--- src/pkg/lap_pkg.sv ---
////////////////////////////////////////////////////////////////////////////////
package lap_pkg;

	// Register addresses on the internal bus
	localparam logic [15:0] LAP_ADDR_PULLUP    = 16'hFFAC;
	localparam logic [15:0] LAP_ADDR_DIRECTION = 16'hFFB0;
	localparam logic [15:0] LAP_ADDR_LATCH     = 16'hFFB2;

	// Operating modes as seen on the mode strap
	localparam logic [1:0]  LAP_MODE_1         = 2'h1;
	localparam logic [1:0]  LAP_MODE_2         = 2'h2;
	localparam logic [1:0]  LAP_MODE_3         = 2'h3;

	// Values after reset, and fixed read values
	localparam logic [7:0]  LAP_DIR_RST_MODE1  = 8'hFF;
	localparam logic [7:0]  LAP_DIR_RST_OTHER  = 8'h00;
	localparam logic [7:0]  LAP_LATCH_RST      = 8'h00;
	localparam logic [7:0]  LAP_PULLUP_RST     = 8'h00;
	localparam logic [7:0]  LAP_DIR_READ       = 8'hFF;
	localparam logic [7:0]  LAP_UNMAPPED_READ  = 8'h00;
	localparam logic [7:0]  LAP_ALL_OFF        = 8'h00;
	localparam logic [7:0]  LAP_ALL_RELEASED   = 8'hFF;

	// Synchroniser depth on pin inputs
	localparam int          LAP_SYNC_STAGES    = 2;

endpackage : lap_pkg

--- src/rtl/lap_port.sv ---
// Functional notes
// - Mode 1: direction bits fixed, read as one
// - Mode 1: pins carry lower address lines
// - Mode 2: direction one gives address/pattern
// - Mode 3: output latch or pattern by enable
// - Modes 2/3: direction write-only, reads ones
// - Modes 2/3: direction clears on reset, hardware standby
// - Port read: latch if output, else pin
// - Output latch read/write, clears, keeps otherwise
// - Pull-up on: control one and direction zero
// - Pull-ups off: mode 1, reset, hardware standby
// - Pull-up control clears, kept in software standby
// - Mode 1 hardware standby: address pins released
// - Mode 2 after reset: all pins input
// - Each pull-up controlled by own bit
// - Direction reset: FF mode 1, else 00
//
// Local design decision: the plain strobed port.
`timescale 1ns/1ps
`default_nettype none
////////////////////////////////////////////////////////////////////////////////
module lap_port
	import lap_pkg::*;
#(
	parameter int WIDTH = 8
) (
	// Clock and reset
	input  wire logic             clk_sys,
	input  wire logic             rst,
	input  wire logic             clk_en,
	// Mode strap and standby states
	input  wire logic [1:0]       mode_strap,
	input  wire logic             hw_standby,
	input  wire logic             sw_standby,
	// Register port
	input  wire logic [15:0]      reg_addr,
	input  wire logic [WIDTH-1:0] reg_wdata,
	input  wire logic             reg_wr,
	input  wire logic             reg_rd,
	output var  logic [WIDTH-1:0] reg_rdata,
	// Sources sharing the pins
	input  wire logic [WIDTH-1:0] lower_address_lines,
	input  wire logic [WIDTH-1:0] timed_pattern_output,
	input  wire logic [WIDTH-1:0] pattern_output_enable_bits,
	// Pins
	input  wire logic [WIDTH-1:0] pin_in,
	output var  logic [WIDTH-1:0] pin_out,
	output var  logic [WIDTH-1:0] pin_oe_n,
	output var  logic [WIDTH-1:0] pullup_on
);

	////////////////////////////////////////////////////////////////////////
	// State

	typedef struct packed {
		logic [1:0]       mode;
		logic [WIDTH-1:0] pin_direction_bits;
		logic [WIDTH-1:0] pin_output_latch;
		logic [WIDTH-1:0] pin_pullup_control;
		logic [WIDTH-1:0] rdata;
		logic [WIDTH-1:0] pin_out;
		logic [WIDTH-1:0] pin_oe_n;
		logic [WIDTH-1:0] pullup_on;
	} lap_state_t;

	lap_state_t       st;
	lap_state_t       next_st;
	logic [WIDTH-1:0] pin_sync;

	////////////////////////////////////////////////////////////////////////
	// Decoding helpers

	function automatic logic lap_is_mode1(input logic [1:0] m);
		lap_is_mode1 = (m == LAP_MODE_1);
	endfunction : lap_is_mode1

	// Returns {drive, level} for one pin
	function automatic logic [1:0] lap_pin_drive(
		input logic [1:0] m,
		input logic       dir,
		input logic       pat_en,
		input logic       pat,
		input logic       adr,
		input logic       lat,
		input logic       hws
	);
		logic [1:0] res;
		res = 2'h0;
		if (lap_is_mode1(m)) begin
			// Address bus floats in hardware standby
			res = hws ? 2'h0 : {1'b1, adr};
		end else if (dir) begin
			if (m == LAP_MODE_2) begin
				res = {1'b1, pat_en ? pat : adr};
			end else begin
				res = {1'b1, pat_en ? pat : lat};
			end
		end else begin
			// Direction zero leaves the pin as an input
			res = 2'h0;
		end
		lap_pin_drive = res;
	endfunction : lap_pin_drive

	////////////////////////////////////////////////////////////////////////
	// Pin input synchroniser

	lap_sync #(
		.WIDTH   (WIDTH)
	) u_sync (
		.clk_sys (clk_sys),
		.rst     (rst),
		.clk_en  (clk_en),
		.async_in(pin_in),
		.sync_out(pin_sync)
	);

	////////////////////////////////////////////////////////////////////////
	// Next state

	always_comb begin
		logic [1:0] drv;
		logic       wr_ok;
		drv = 2'h0;
		wr_ok = 1'b0;
		next_st = st;
		next_st.rdata = LAP_UNMAPPED_READ;
		if (rst) begin
			// Mode is caught while reset is held
			next_st.mode = mode_strap;
			next_st.pin_direction_bits = lap_is_mode1(mode_strap) ?
				LAP_DIR_RST_MODE1 : LAP_DIR_RST_OTHER;
			next_st.pin_output_latch = LAP_LATCH_RST;
			next_st.pin_pullup_control = LAP_PULLUP_RST;
			next_st.pin_out = LAP_ALL_OFF;
			next_st.pin_oe_n = LAP_ALL_RELEASED;
			next_st.pullup_on = LAP_ALL_OFF;
		end else begin
			// CPU is halted in either standby, so writes are dropped
			wr_ok = reg_wr && !hw_standby && !sw_standby;
			if (wr_ok) begin
				case (reg_addr)
				LAP_ADDR_DIRECTION: begin
					if (!lap_is_mode1(st.mode)) begin
						next_st.pin_direction_bits = reg_wdata;
					end
				end
				LAP_ADDR_LATCH: begin
					next_st.pin_output_latch = reg_wdata;
				end
				LAP_ADDR_PULLUP: begin
					next_st.pin_pullup_control = reg_wdata;
				end
				default: begin
					next_st.pin_output_latch = st.pin_output_latch;
				end
				endcase
			end
			if (reg_rd) begin
				case (reg_addr)
				LAP_ADDR_DIRECTION: begin
					next_st.rdata = LAP_DIR_READ;
				end
				LAP_ADDR_LATCH: begin
					next_st.rdata = (st.pin_direction_bits &
						st.pin_output_latch) |
						(~st.pin_direction_bits & pin_sync);
				end
				LAP_ADDR_PULLUP: begin
					next_st.rdata = st.pin_pullup_control;
				end
				default: begin
					next_st.rdata = LAP_UNMAPPED_READ;
				end
				endcase
			end
			// Hardware standby reinitialises; software standby keeps all
			if (hw_standby) begin
				next_st.pin_direction_bits = lap_is_mode1(st.mode) ?
					LAP_DIR_RST_MODE1 : LAP_DIR_RST_OTHER;
				next_st.pin_output_latch = LAP_LATCH_RST;
				next_st.pin_pullup_control = LAP_PULLUP_RST;
			end
			// Pins are driven from the next state so a latch write shows
			// on the pins one cycle later, in step with the register
			for (int i = 0; i < WIDTH; i++) begin
				drv = lap_pin_drive(st.mode,
					next_st.pin_direction_bits[i],
					pattern_output_enable_bits[i],
					timed_pattern_output[i],
					lower_address_lines[i],
					next_st.pin_output_latch[i],
					hw_standby);
				next_st.pin_oe_n[i] = ~drv[1];
				next_st.pin_out[i] = drv[1] & drv[0];
			end
			if (lap_is_mode1(st.mode) || hw_standby) begin
				next_st.pullup_on = LAP_ALL_OFF;
			end else begin
				next_st.pullup_on = next_st.pin_pullup_control &
					~next_st.pin_direction_bits;
			end
		end
	end

	always_ff @(posedge clk_sys) begin
		if (rst || clk_en) begin
			st <= next_st;
		end
	end

	////////////////////////////////////////////////////////////////////////
	// Outputs

	assign reg_rdata = st.rdata;
	assign pin_out   = st.pin_out;
	assign pin_oe_n  = st.pin_oe_n;
	assign pullup_on = st.pullup_on;
endmodule : lap_port
`default_nettype wire

--- src/rtl/lap_sync.sv ---
`timescale 1ns/1ps
`default_nettype none
////////////////////////////////////////////////////////////////////////////////
module lap_sync
	import lap_pkg::*;
#(
	parameter int WIDTH = 8
) (
	// Clock and reset
	input  wire logic             clk_sys,
	input  wire logic             rst,
	input  wire logic             clk_en,
	// Asynchronous pin levels
	input  wire logic [WIDTH-1:0] async_in,
	// Levels in the clk_sys domain
	output var  logic [WIDTH-1:0] sync_out
);

	typedef struct packed {
		logic [WIDTH-1:0] stage1;
		logic [WIDTH-1:0] stage2;
	} lap_sync_state_t;

	lap_sync_state_t st;
	lap_sync_state_t next_st;

	// First stage feeds only the second stage
	always_comb begin
		next_st = st;
		if (rst) begin
			next_st = '0;
		end else begin
			next_st.stage1 = async_in;
			next_st.stage2 = st.stage1;
		end
	end

	always_ff @(posedge clk_sys) begin
		if (rst || clk_en) begin
			st <= next_st;
		end
	end

	assign sync_out = st.stage2;

endmodule : lap_sync
`default_nettype wire

--- config.mk ---
export PLATFORM = sky130hd
export DESIGN_NAME = lap_port
export DESIGN_NICKNAME = d
export VERILOG_FILES = /design/src/pkg/lap_pkg.sv /design/src/rtl/lap_port.sv /design/src/rtl/lap_sync.sv
export SDC_FILE = /design/constraint.sdc
export NUM_CORES = 1
export LEC_CHECK = 0
export BUFFER_PORTS_ARGS = -buffer_cell sky130_fd_sc_hd__buf_2
export CORE_MARGIN = 3
export CORE_UTILIZATION = 54
export CTS_CLUSTER_DIAMETER = 150
export DETAILED_ROUTE_END_ITERATION = 6
export PLACE_DENSITY = 0.78
export SLEW_MARGIN = 20
export SYNTH_ARGS = -nofsm -noshare
export SYNTH_HDL_FRONTEND = slang
export SYNTH_SLANG_ARGS = --single-unit
--- constraint.sdc ---
create_clock -name clk_sys -period 2.3 [get_ports clk_sys]
set_input_delay 0.23 -clock clk_sys [delete_from_list [all_inputs] [get_ports clk_sys]]
set_output_delay 0.23 -clock clk_sys [all_outputs]
set_load 0.01 [all_outputs]
==> Word-level counts from Yosys, hierarchy flattened <==
Index checks and enable logic that the tools add are counted.
{ "totals": {"input_bits": 65, "ff_bits": 74, "wordCells": 115} }
{ "classes": {"n_mux": 67, "reduce_logical": 9, "bitwise": 23, "n_eq_ne": 6} }
{ "ops": {"columns": ["op", "count"], "rows": [
  ["$mux 24", 4],
  ["$mux 2", 32],
  ["$eq 16x16->1 const B", 3],
  ["$mux 8", 6],
  ["$and 8x8->8", 3],
  ["$mux 1", 24],
  ["$pmux 8 s3", 1],
  ["$not 8->8", 2],
  ["$not 1->1", 9],
  ["$and 1x1->1", 8],
  ["$or 8x8->8", 1],
  ["$eq 2x1->1 const B", 2],
  ["$reduce_or 2->1", 2],
  ["$eq 2x2->1 const B", 1],
  ["$logic_and 1x1->1", 2],
  ["$logic_not 1->1", 2],
  ["$logic_or 1x1->1", 2],
  ["$reduce_and 2->1", 1]
]} }

==> Longest topological paths before layout <==
{ "depth": {"ltp_word": 12, "ltp_mapped": 7, "depth_no_buf": 5} }

==> Hierarchy <==
From an unflattened synthesis, not the netlist that was laid out.
{ "hier_totals": {"cells_unflattened": 409, "hier_area_um2": 4347.9} }
{ "modules_own_cells": {"columns": ["module", "cells_each", "area_each_um2", "instances"], "rows": [
  ["lap_port", 367, 3683.5, 1],
  ["lap_sync", 42, 664.4, 1]
]} }

==> Worst setup path after synthesis <==
Ideal clock, no wire load.
{ "synth_path": {"path_type": "input -> register", "from": "input rst", "to": "register st (netlist bit pin_oe_n[0]), enable pin", "path_stages": 3, "setup_time_ps": 399, "arrival_ps": 1736, "path_slack_ps": 165, "required_time_ps": 1901, "path_cell_list": "clkbuf_1 clkbuf_1 or2_2"} }
{ "synth_via": {"elab_chain_len": 1} }
{ "synth_rtl": {"columns": ["item", "line", "source"], "rows": [
  ["start: declaration", "lap_port.sv:29", "input wire logic rst,"],
  ["$logic_or 1x1->1", "lap_port.sv:207", "if (rst || clk_en) begin"],
  ["end signal: assignment", "lap_port.sv:208", "st <= next_st;"],
  ["end: declaration", "lap_port.sv:66", "lap_state_t st;"]
]} }
No other way between the ends.
A chain may end at the register's enable or synchronous reset.

==> Worst setup path in the final report <==
{ "layout_path": {"from": "register st[56] (netlist name)", "to": "register st (netlist bit pin_out[3]), data pin"} }
{ "layout_via": {"elab_chain_len": 10, "word_cells_on_any_way": 13, "classes_between": "eq/ne (2); mux (10); bitwise (1)"} }
{ "layout_rtl": {"columns": ["item", "line", "source"], "rows": [
  ["$eq 2x1->1", "lap_port.sv:74", "lap_is_mode1 = (m == LAP_MODE_1);"],
  ["$mux 8", "lap_port.sv:144", "if (!lap_is_mode1(st.mode)) begin"],
  ["$mux 8", "lap_port.sv:142", "case (reg_addr)"],
  ["$mux 24", "lap_port.sv:141", "if (wr_ok) begin"],
  ["$mux 24", "lap_port.sv:178", "if (hw_standby) begin"],
  ["$mux 24", "lap_port.sv:128", "if (rst) begin"],
  ["$mux 2", "lap_port.sv:92", "end else if (dir) begin"],
  ["$mux 2 (*)", "lap_port.sv:89", "if (lap_is_mode1(m)) begin"],
  ["$mux 2 (*)", "lap_port.sv:128", null],
  ["$and 1x1->1 (*)", "lap_port.sv:195", "next_st.pin_out[i] = drv[1] & drv[0];"]
]} }
Mark *: on every way between the ends. The rest lies on a longest branch, timed or not. The select of a mux whose other input is x is not followed.

==> parameters.txt <==
Parameter                              Value

Status
  Run status    complete, no violations

Clock network
  Hold-fix buffers at CTS    0
  Depth of the CTS H-tree    3
  Setup repair bufs after CTS    0
  Total clock buffers created by CTS    9
  Max clock buf depth    2
  Source-to-sink clock delay at the later pin of the worst-skew pair    0.35 ns
  Clock-pin slew on the worst setup and hold paths    approximately 0.070 ns
  Cells resized by post-CTS repair    0
  TritonCTS clock tree    built
  Clk root buf    sky130_fd_sc_hd__clkbuf_8
  Total clock sinks    between 70 and 80

Worst setup path
  Worst-path maximum fanout    7
  Kind of start point of the critical path    flop
  Kind of critical path    flop to flop
  Kind of end point of the critical path    flop
  Required time at the worst-slack endpoint    roughly 2.5 ns
  Data arrival at the endpoint of the critical path    about 2.3 ns
  Worst R2R Setup Slack    0.22 ns

Synthesis
  Area leader, netlist    sky130_fd_sc_hd__edfxtp_1
  Count of state elements after synthesis    74
  Share of synthesized area occupied by flip-flops and latches    0.524
  Number of library cell types mapped by synthesis    48
  Area contributors post-synth    sky130_fd_sc_hd__edfxtp_1 52%, sky130_fd_sc_hd__buf_4 6.0%, sky130_fd_sc_hd__a21oi_1 3.9%, sky130_fd_sc_hd__nor2b_1 2.5%, sky130_fd_sc_hd__nor2_1 2.5%
  Avg Cell Area, Syn    between 10 and 15 sq um
  Mapped Nets    roughly 440
  Top-area cell type share of the netlist area    0.524
  Most repeated cell in the gate-level netlist after synthesis    sky130_fd_sc_hd__edfxtp_1
  Gate Count Post-Synth    379
  Most used DFF post-synth    sky130_fd_sc_hd__edfxtp_1
  Share of flip-flops with an asynchronous set or reset    0
  Syn. warnings    0
  Netlist area before placement    0.00424 sq mm
  Top cells by instance count after synthesis    74 x sky130_fd_sc_hd__edfxtp_1, 34 x sky130_fd_sc_hd__buf_4, 33 x sky130_fd_sc_hd__a21oi_1
  Number of enable flip-flop cells after synthesis    74

Timing
  Hold Fails Final Rpt    0
  Worst relative slew slack    0.336
  Maximum clock frequency    around 480 MHz
  Count of pins over their slew limit    0
  Min cycle time layout    between 2 and 2.5 ns
  Measured slew at the worst slew-check pin    just under 1 ns
  Final clock skew    between 0.01 and 0.015 ns
  Period utilization    0.906
  Setup repair after global routing missed its margin    false
  Setup tns final    0 ns
  Final setup fails    0

Power
  Total power divided by cell area    631 mW/mm^2
  Worst-case vdd ir drop    0.386 mV
  Post-route total power    around 3 mW
  P_leak    roughly 1.9 nW

Detailed routing
  Total Wirelength    a little over 10,000 um
  Via/cell ratio    6.22
  Vias after detailed routing    3,381
  DRC violation total after the first TritonRoute iteration    240
  1st-pass router iterations    4
  Final ANT Viol Nets    0
  DRC errors left    0
  Drt wl/cell    18.5 um

Placement
  Quantity of I/O buffers inserted on ports    96
  Total half-perimeter wirelength after legalization and detailed placement    around 7100 um
  Weighted congestion at the end of routability-driven global placement    0.863

Floorplanning
  Die ar.    0.00895 sq mm
  Core Area    around 0.0074 sq mm
  Die height    approximately 95 um
  Starting density of the core    0.570
  I/O Pins    97
  Number of rows in the core area    31
  Horiz. Die Dim    approximately 95 um

Global route
  Via count of the first global-routing pass    around 3,300
  Overflow left after global routing    0
  Number of antenna violations at the first check in global routing    0
  Total global routing track utilization    0.235
  Pin count of the biggest net entering global routing    73
  Wire length of the first global-routing pass    about 16,000 um

Finish
  Proportion of layout cells with a drive suffix above 1    0.326
  Area delta synth->final    12.2%
  Antenna diode count    0
  Number of nets at the end of the flow    505

Hold path
  Worst hold path class    input pin to flop

Job
  Number of maximum-capacitance violations    0
per-stage QoR:
step                hold slack, ns  setup slack (ns)  cell area (sq um)  std cells   util
global route                0.0669            0.0741               4760        544  0.639
floorplan                    0.329             0.165               4240        379      -
CTS                         0.0811             0.262               4760        544  0.639
detailed placement           0.438             0.272               4570        528  0.614
finish                      0.0858             0.216               4760        544  0.639
global placement             0.427             0.276               4570        528  0.614
layout make-up:
cell class,count,area [sq um]
well taps,99,124
clock inverters,6,57.6
flip-flops and latches,74,2220
multi-input cells,246,1660
repair buffers,104,553
clock buffers,10,128
fillers,635,2690
inverters,5,18.8
sequential cells by signal, indices dropped and copies added, names as in the netlist:
| name | flops |
|---|---|
| u_sync.st | 8 |
| reg_rdata | 8 |
| pin_oe_n | 8 |
| u_sync.sync_out | 8 |
| pin_out | 8 |
| st | 26 |
| pullup_on | 8 |
path summary, 6_finish.rpt:
kind	start	to	cells after the start
setup / recovery	st[56]	pin_out[3]	5
hold / removal	mode_strap[1]	st[57]	1
setup reg to reg	st[56]	pin_out[3]	5
hold reg to reg	u_sync.st[12]	u_sync.sync_out[4]	1
where the power goes:
group / internal, mW / switching (mW) / leakage, nW
clock: 0.494 / 0.487 / 0.0974
combinational: 0.166 / 0.220 / 0.987
sequential: 1.59 / 0.0486 / 0.788
per-layer routing:
metal,routed length (um),up-vias,global-route usage
met5,0,-,0
met4,261,0,0.0865
met3,663,28,0.0446
met2,5000,158,0.392
met1,4130,1640,0.306
li1,-,1555,-
layout by cell type, fill, tap and decap left out, types with 2 or more instances in the layout:
cell type,synthesis,final
sky130_fd_sc_hd__buf_2,6,96
sky130_fd_sc_hd__edfxtp_1,74,74
sky130_fd_sc_hd__a21oi_1,33,33
sky130_fd_sc_hd__nor2_1,28,28
sky130_fd_sc_hd__nor2b_1,17,17
sky130_fd_sc_hd__nand2b_1,16,16
sky130_fd_sc_hd__and3_1,15,15
sky130_fd_sc_hd__o21ai_0,13,13
sky130_fd_sc_hd__nand4_1,13,13
sky130_fd_sc_hd__nand2_1,12,12
sky130_fd_sc_hd__a21boi_0,9,9
sky130_fd_sc_hd__clkbuf_8,0,9
sky130_fd_sc_hd__mux2_2,8,8
sky130_fd_sc_hd__a221oi_1,8,8
sky130_fd_sc_hd__buf_4,34,7
sky130_fd_sc_hd__nand3_1,5,5
sky130_fd_sc_hd__o21bai_1,5,5
sky130_fd_sc_hd__a211o_1,5,5
sky130_fd_sc_hd__o311ai_0,5,5
sky130_fd_sc_hd__a2111oi_0,5,5
sky130_fd_sc_hd__o31ai_1,5,5
sky130_fd_sc_hd__inv_1,5,5
sky130_fd_sc_hd__and4_1,4,4
sky130_fd_sc_hd__o211a_1,3,3
sky130_fd_sc_hd__a31o_2,3,3
sky130_fd_sc_hd__nor4b_1,3,3
sky130_fd_sc_hd__a2111oi_1,3,3
sky130_fd_sc_hd__o211ai_1,3,3
sky130_fd_sc_hd__a311oi_2,3,3
sky130_fd_sc_hd__a211oi_1,3,3
sky130_fd_sc_hd__clkinv_2,0,3
sky130_fd_sc_hd__nor3b_2,2,2
sky130_fd_sc_hd__and4b_1,2,2
sky130_fd_sc_hd__or2_2,2,2
worst max-delay path, stage by stage, from the launching register on:
cell and delay [ns]:
sky130_fd_sc_hd__edfxtp_1 0.49, sky130_fd_sc_hd__nor2b_4 0.22, sky130_fd_sc_hd__a2111oi_1 0.57, sky130_fd_sc_hd__o211ai_1 0.18, sky130_fd_sc_hd__and3_1 0.21, sky130_fd_sc_hd__a311oi_2 0.25
kinds of logic (layout without fill, tap and decap cells):
kind of cell | count (synthesis) | count (layout) | share of synthesized area
muxes | 8 | 8 | 0.0212
buffers and inverters | 59 | 125 | 0.0858
AOI/OAI and AO/OA | 108 | 108 | 0.180
DFF | 74 | 74 | 0.524
and+or+nand+nor | 130 | 130 | 0.189
No activity file was read; power rests on OpenSTA's default activity.
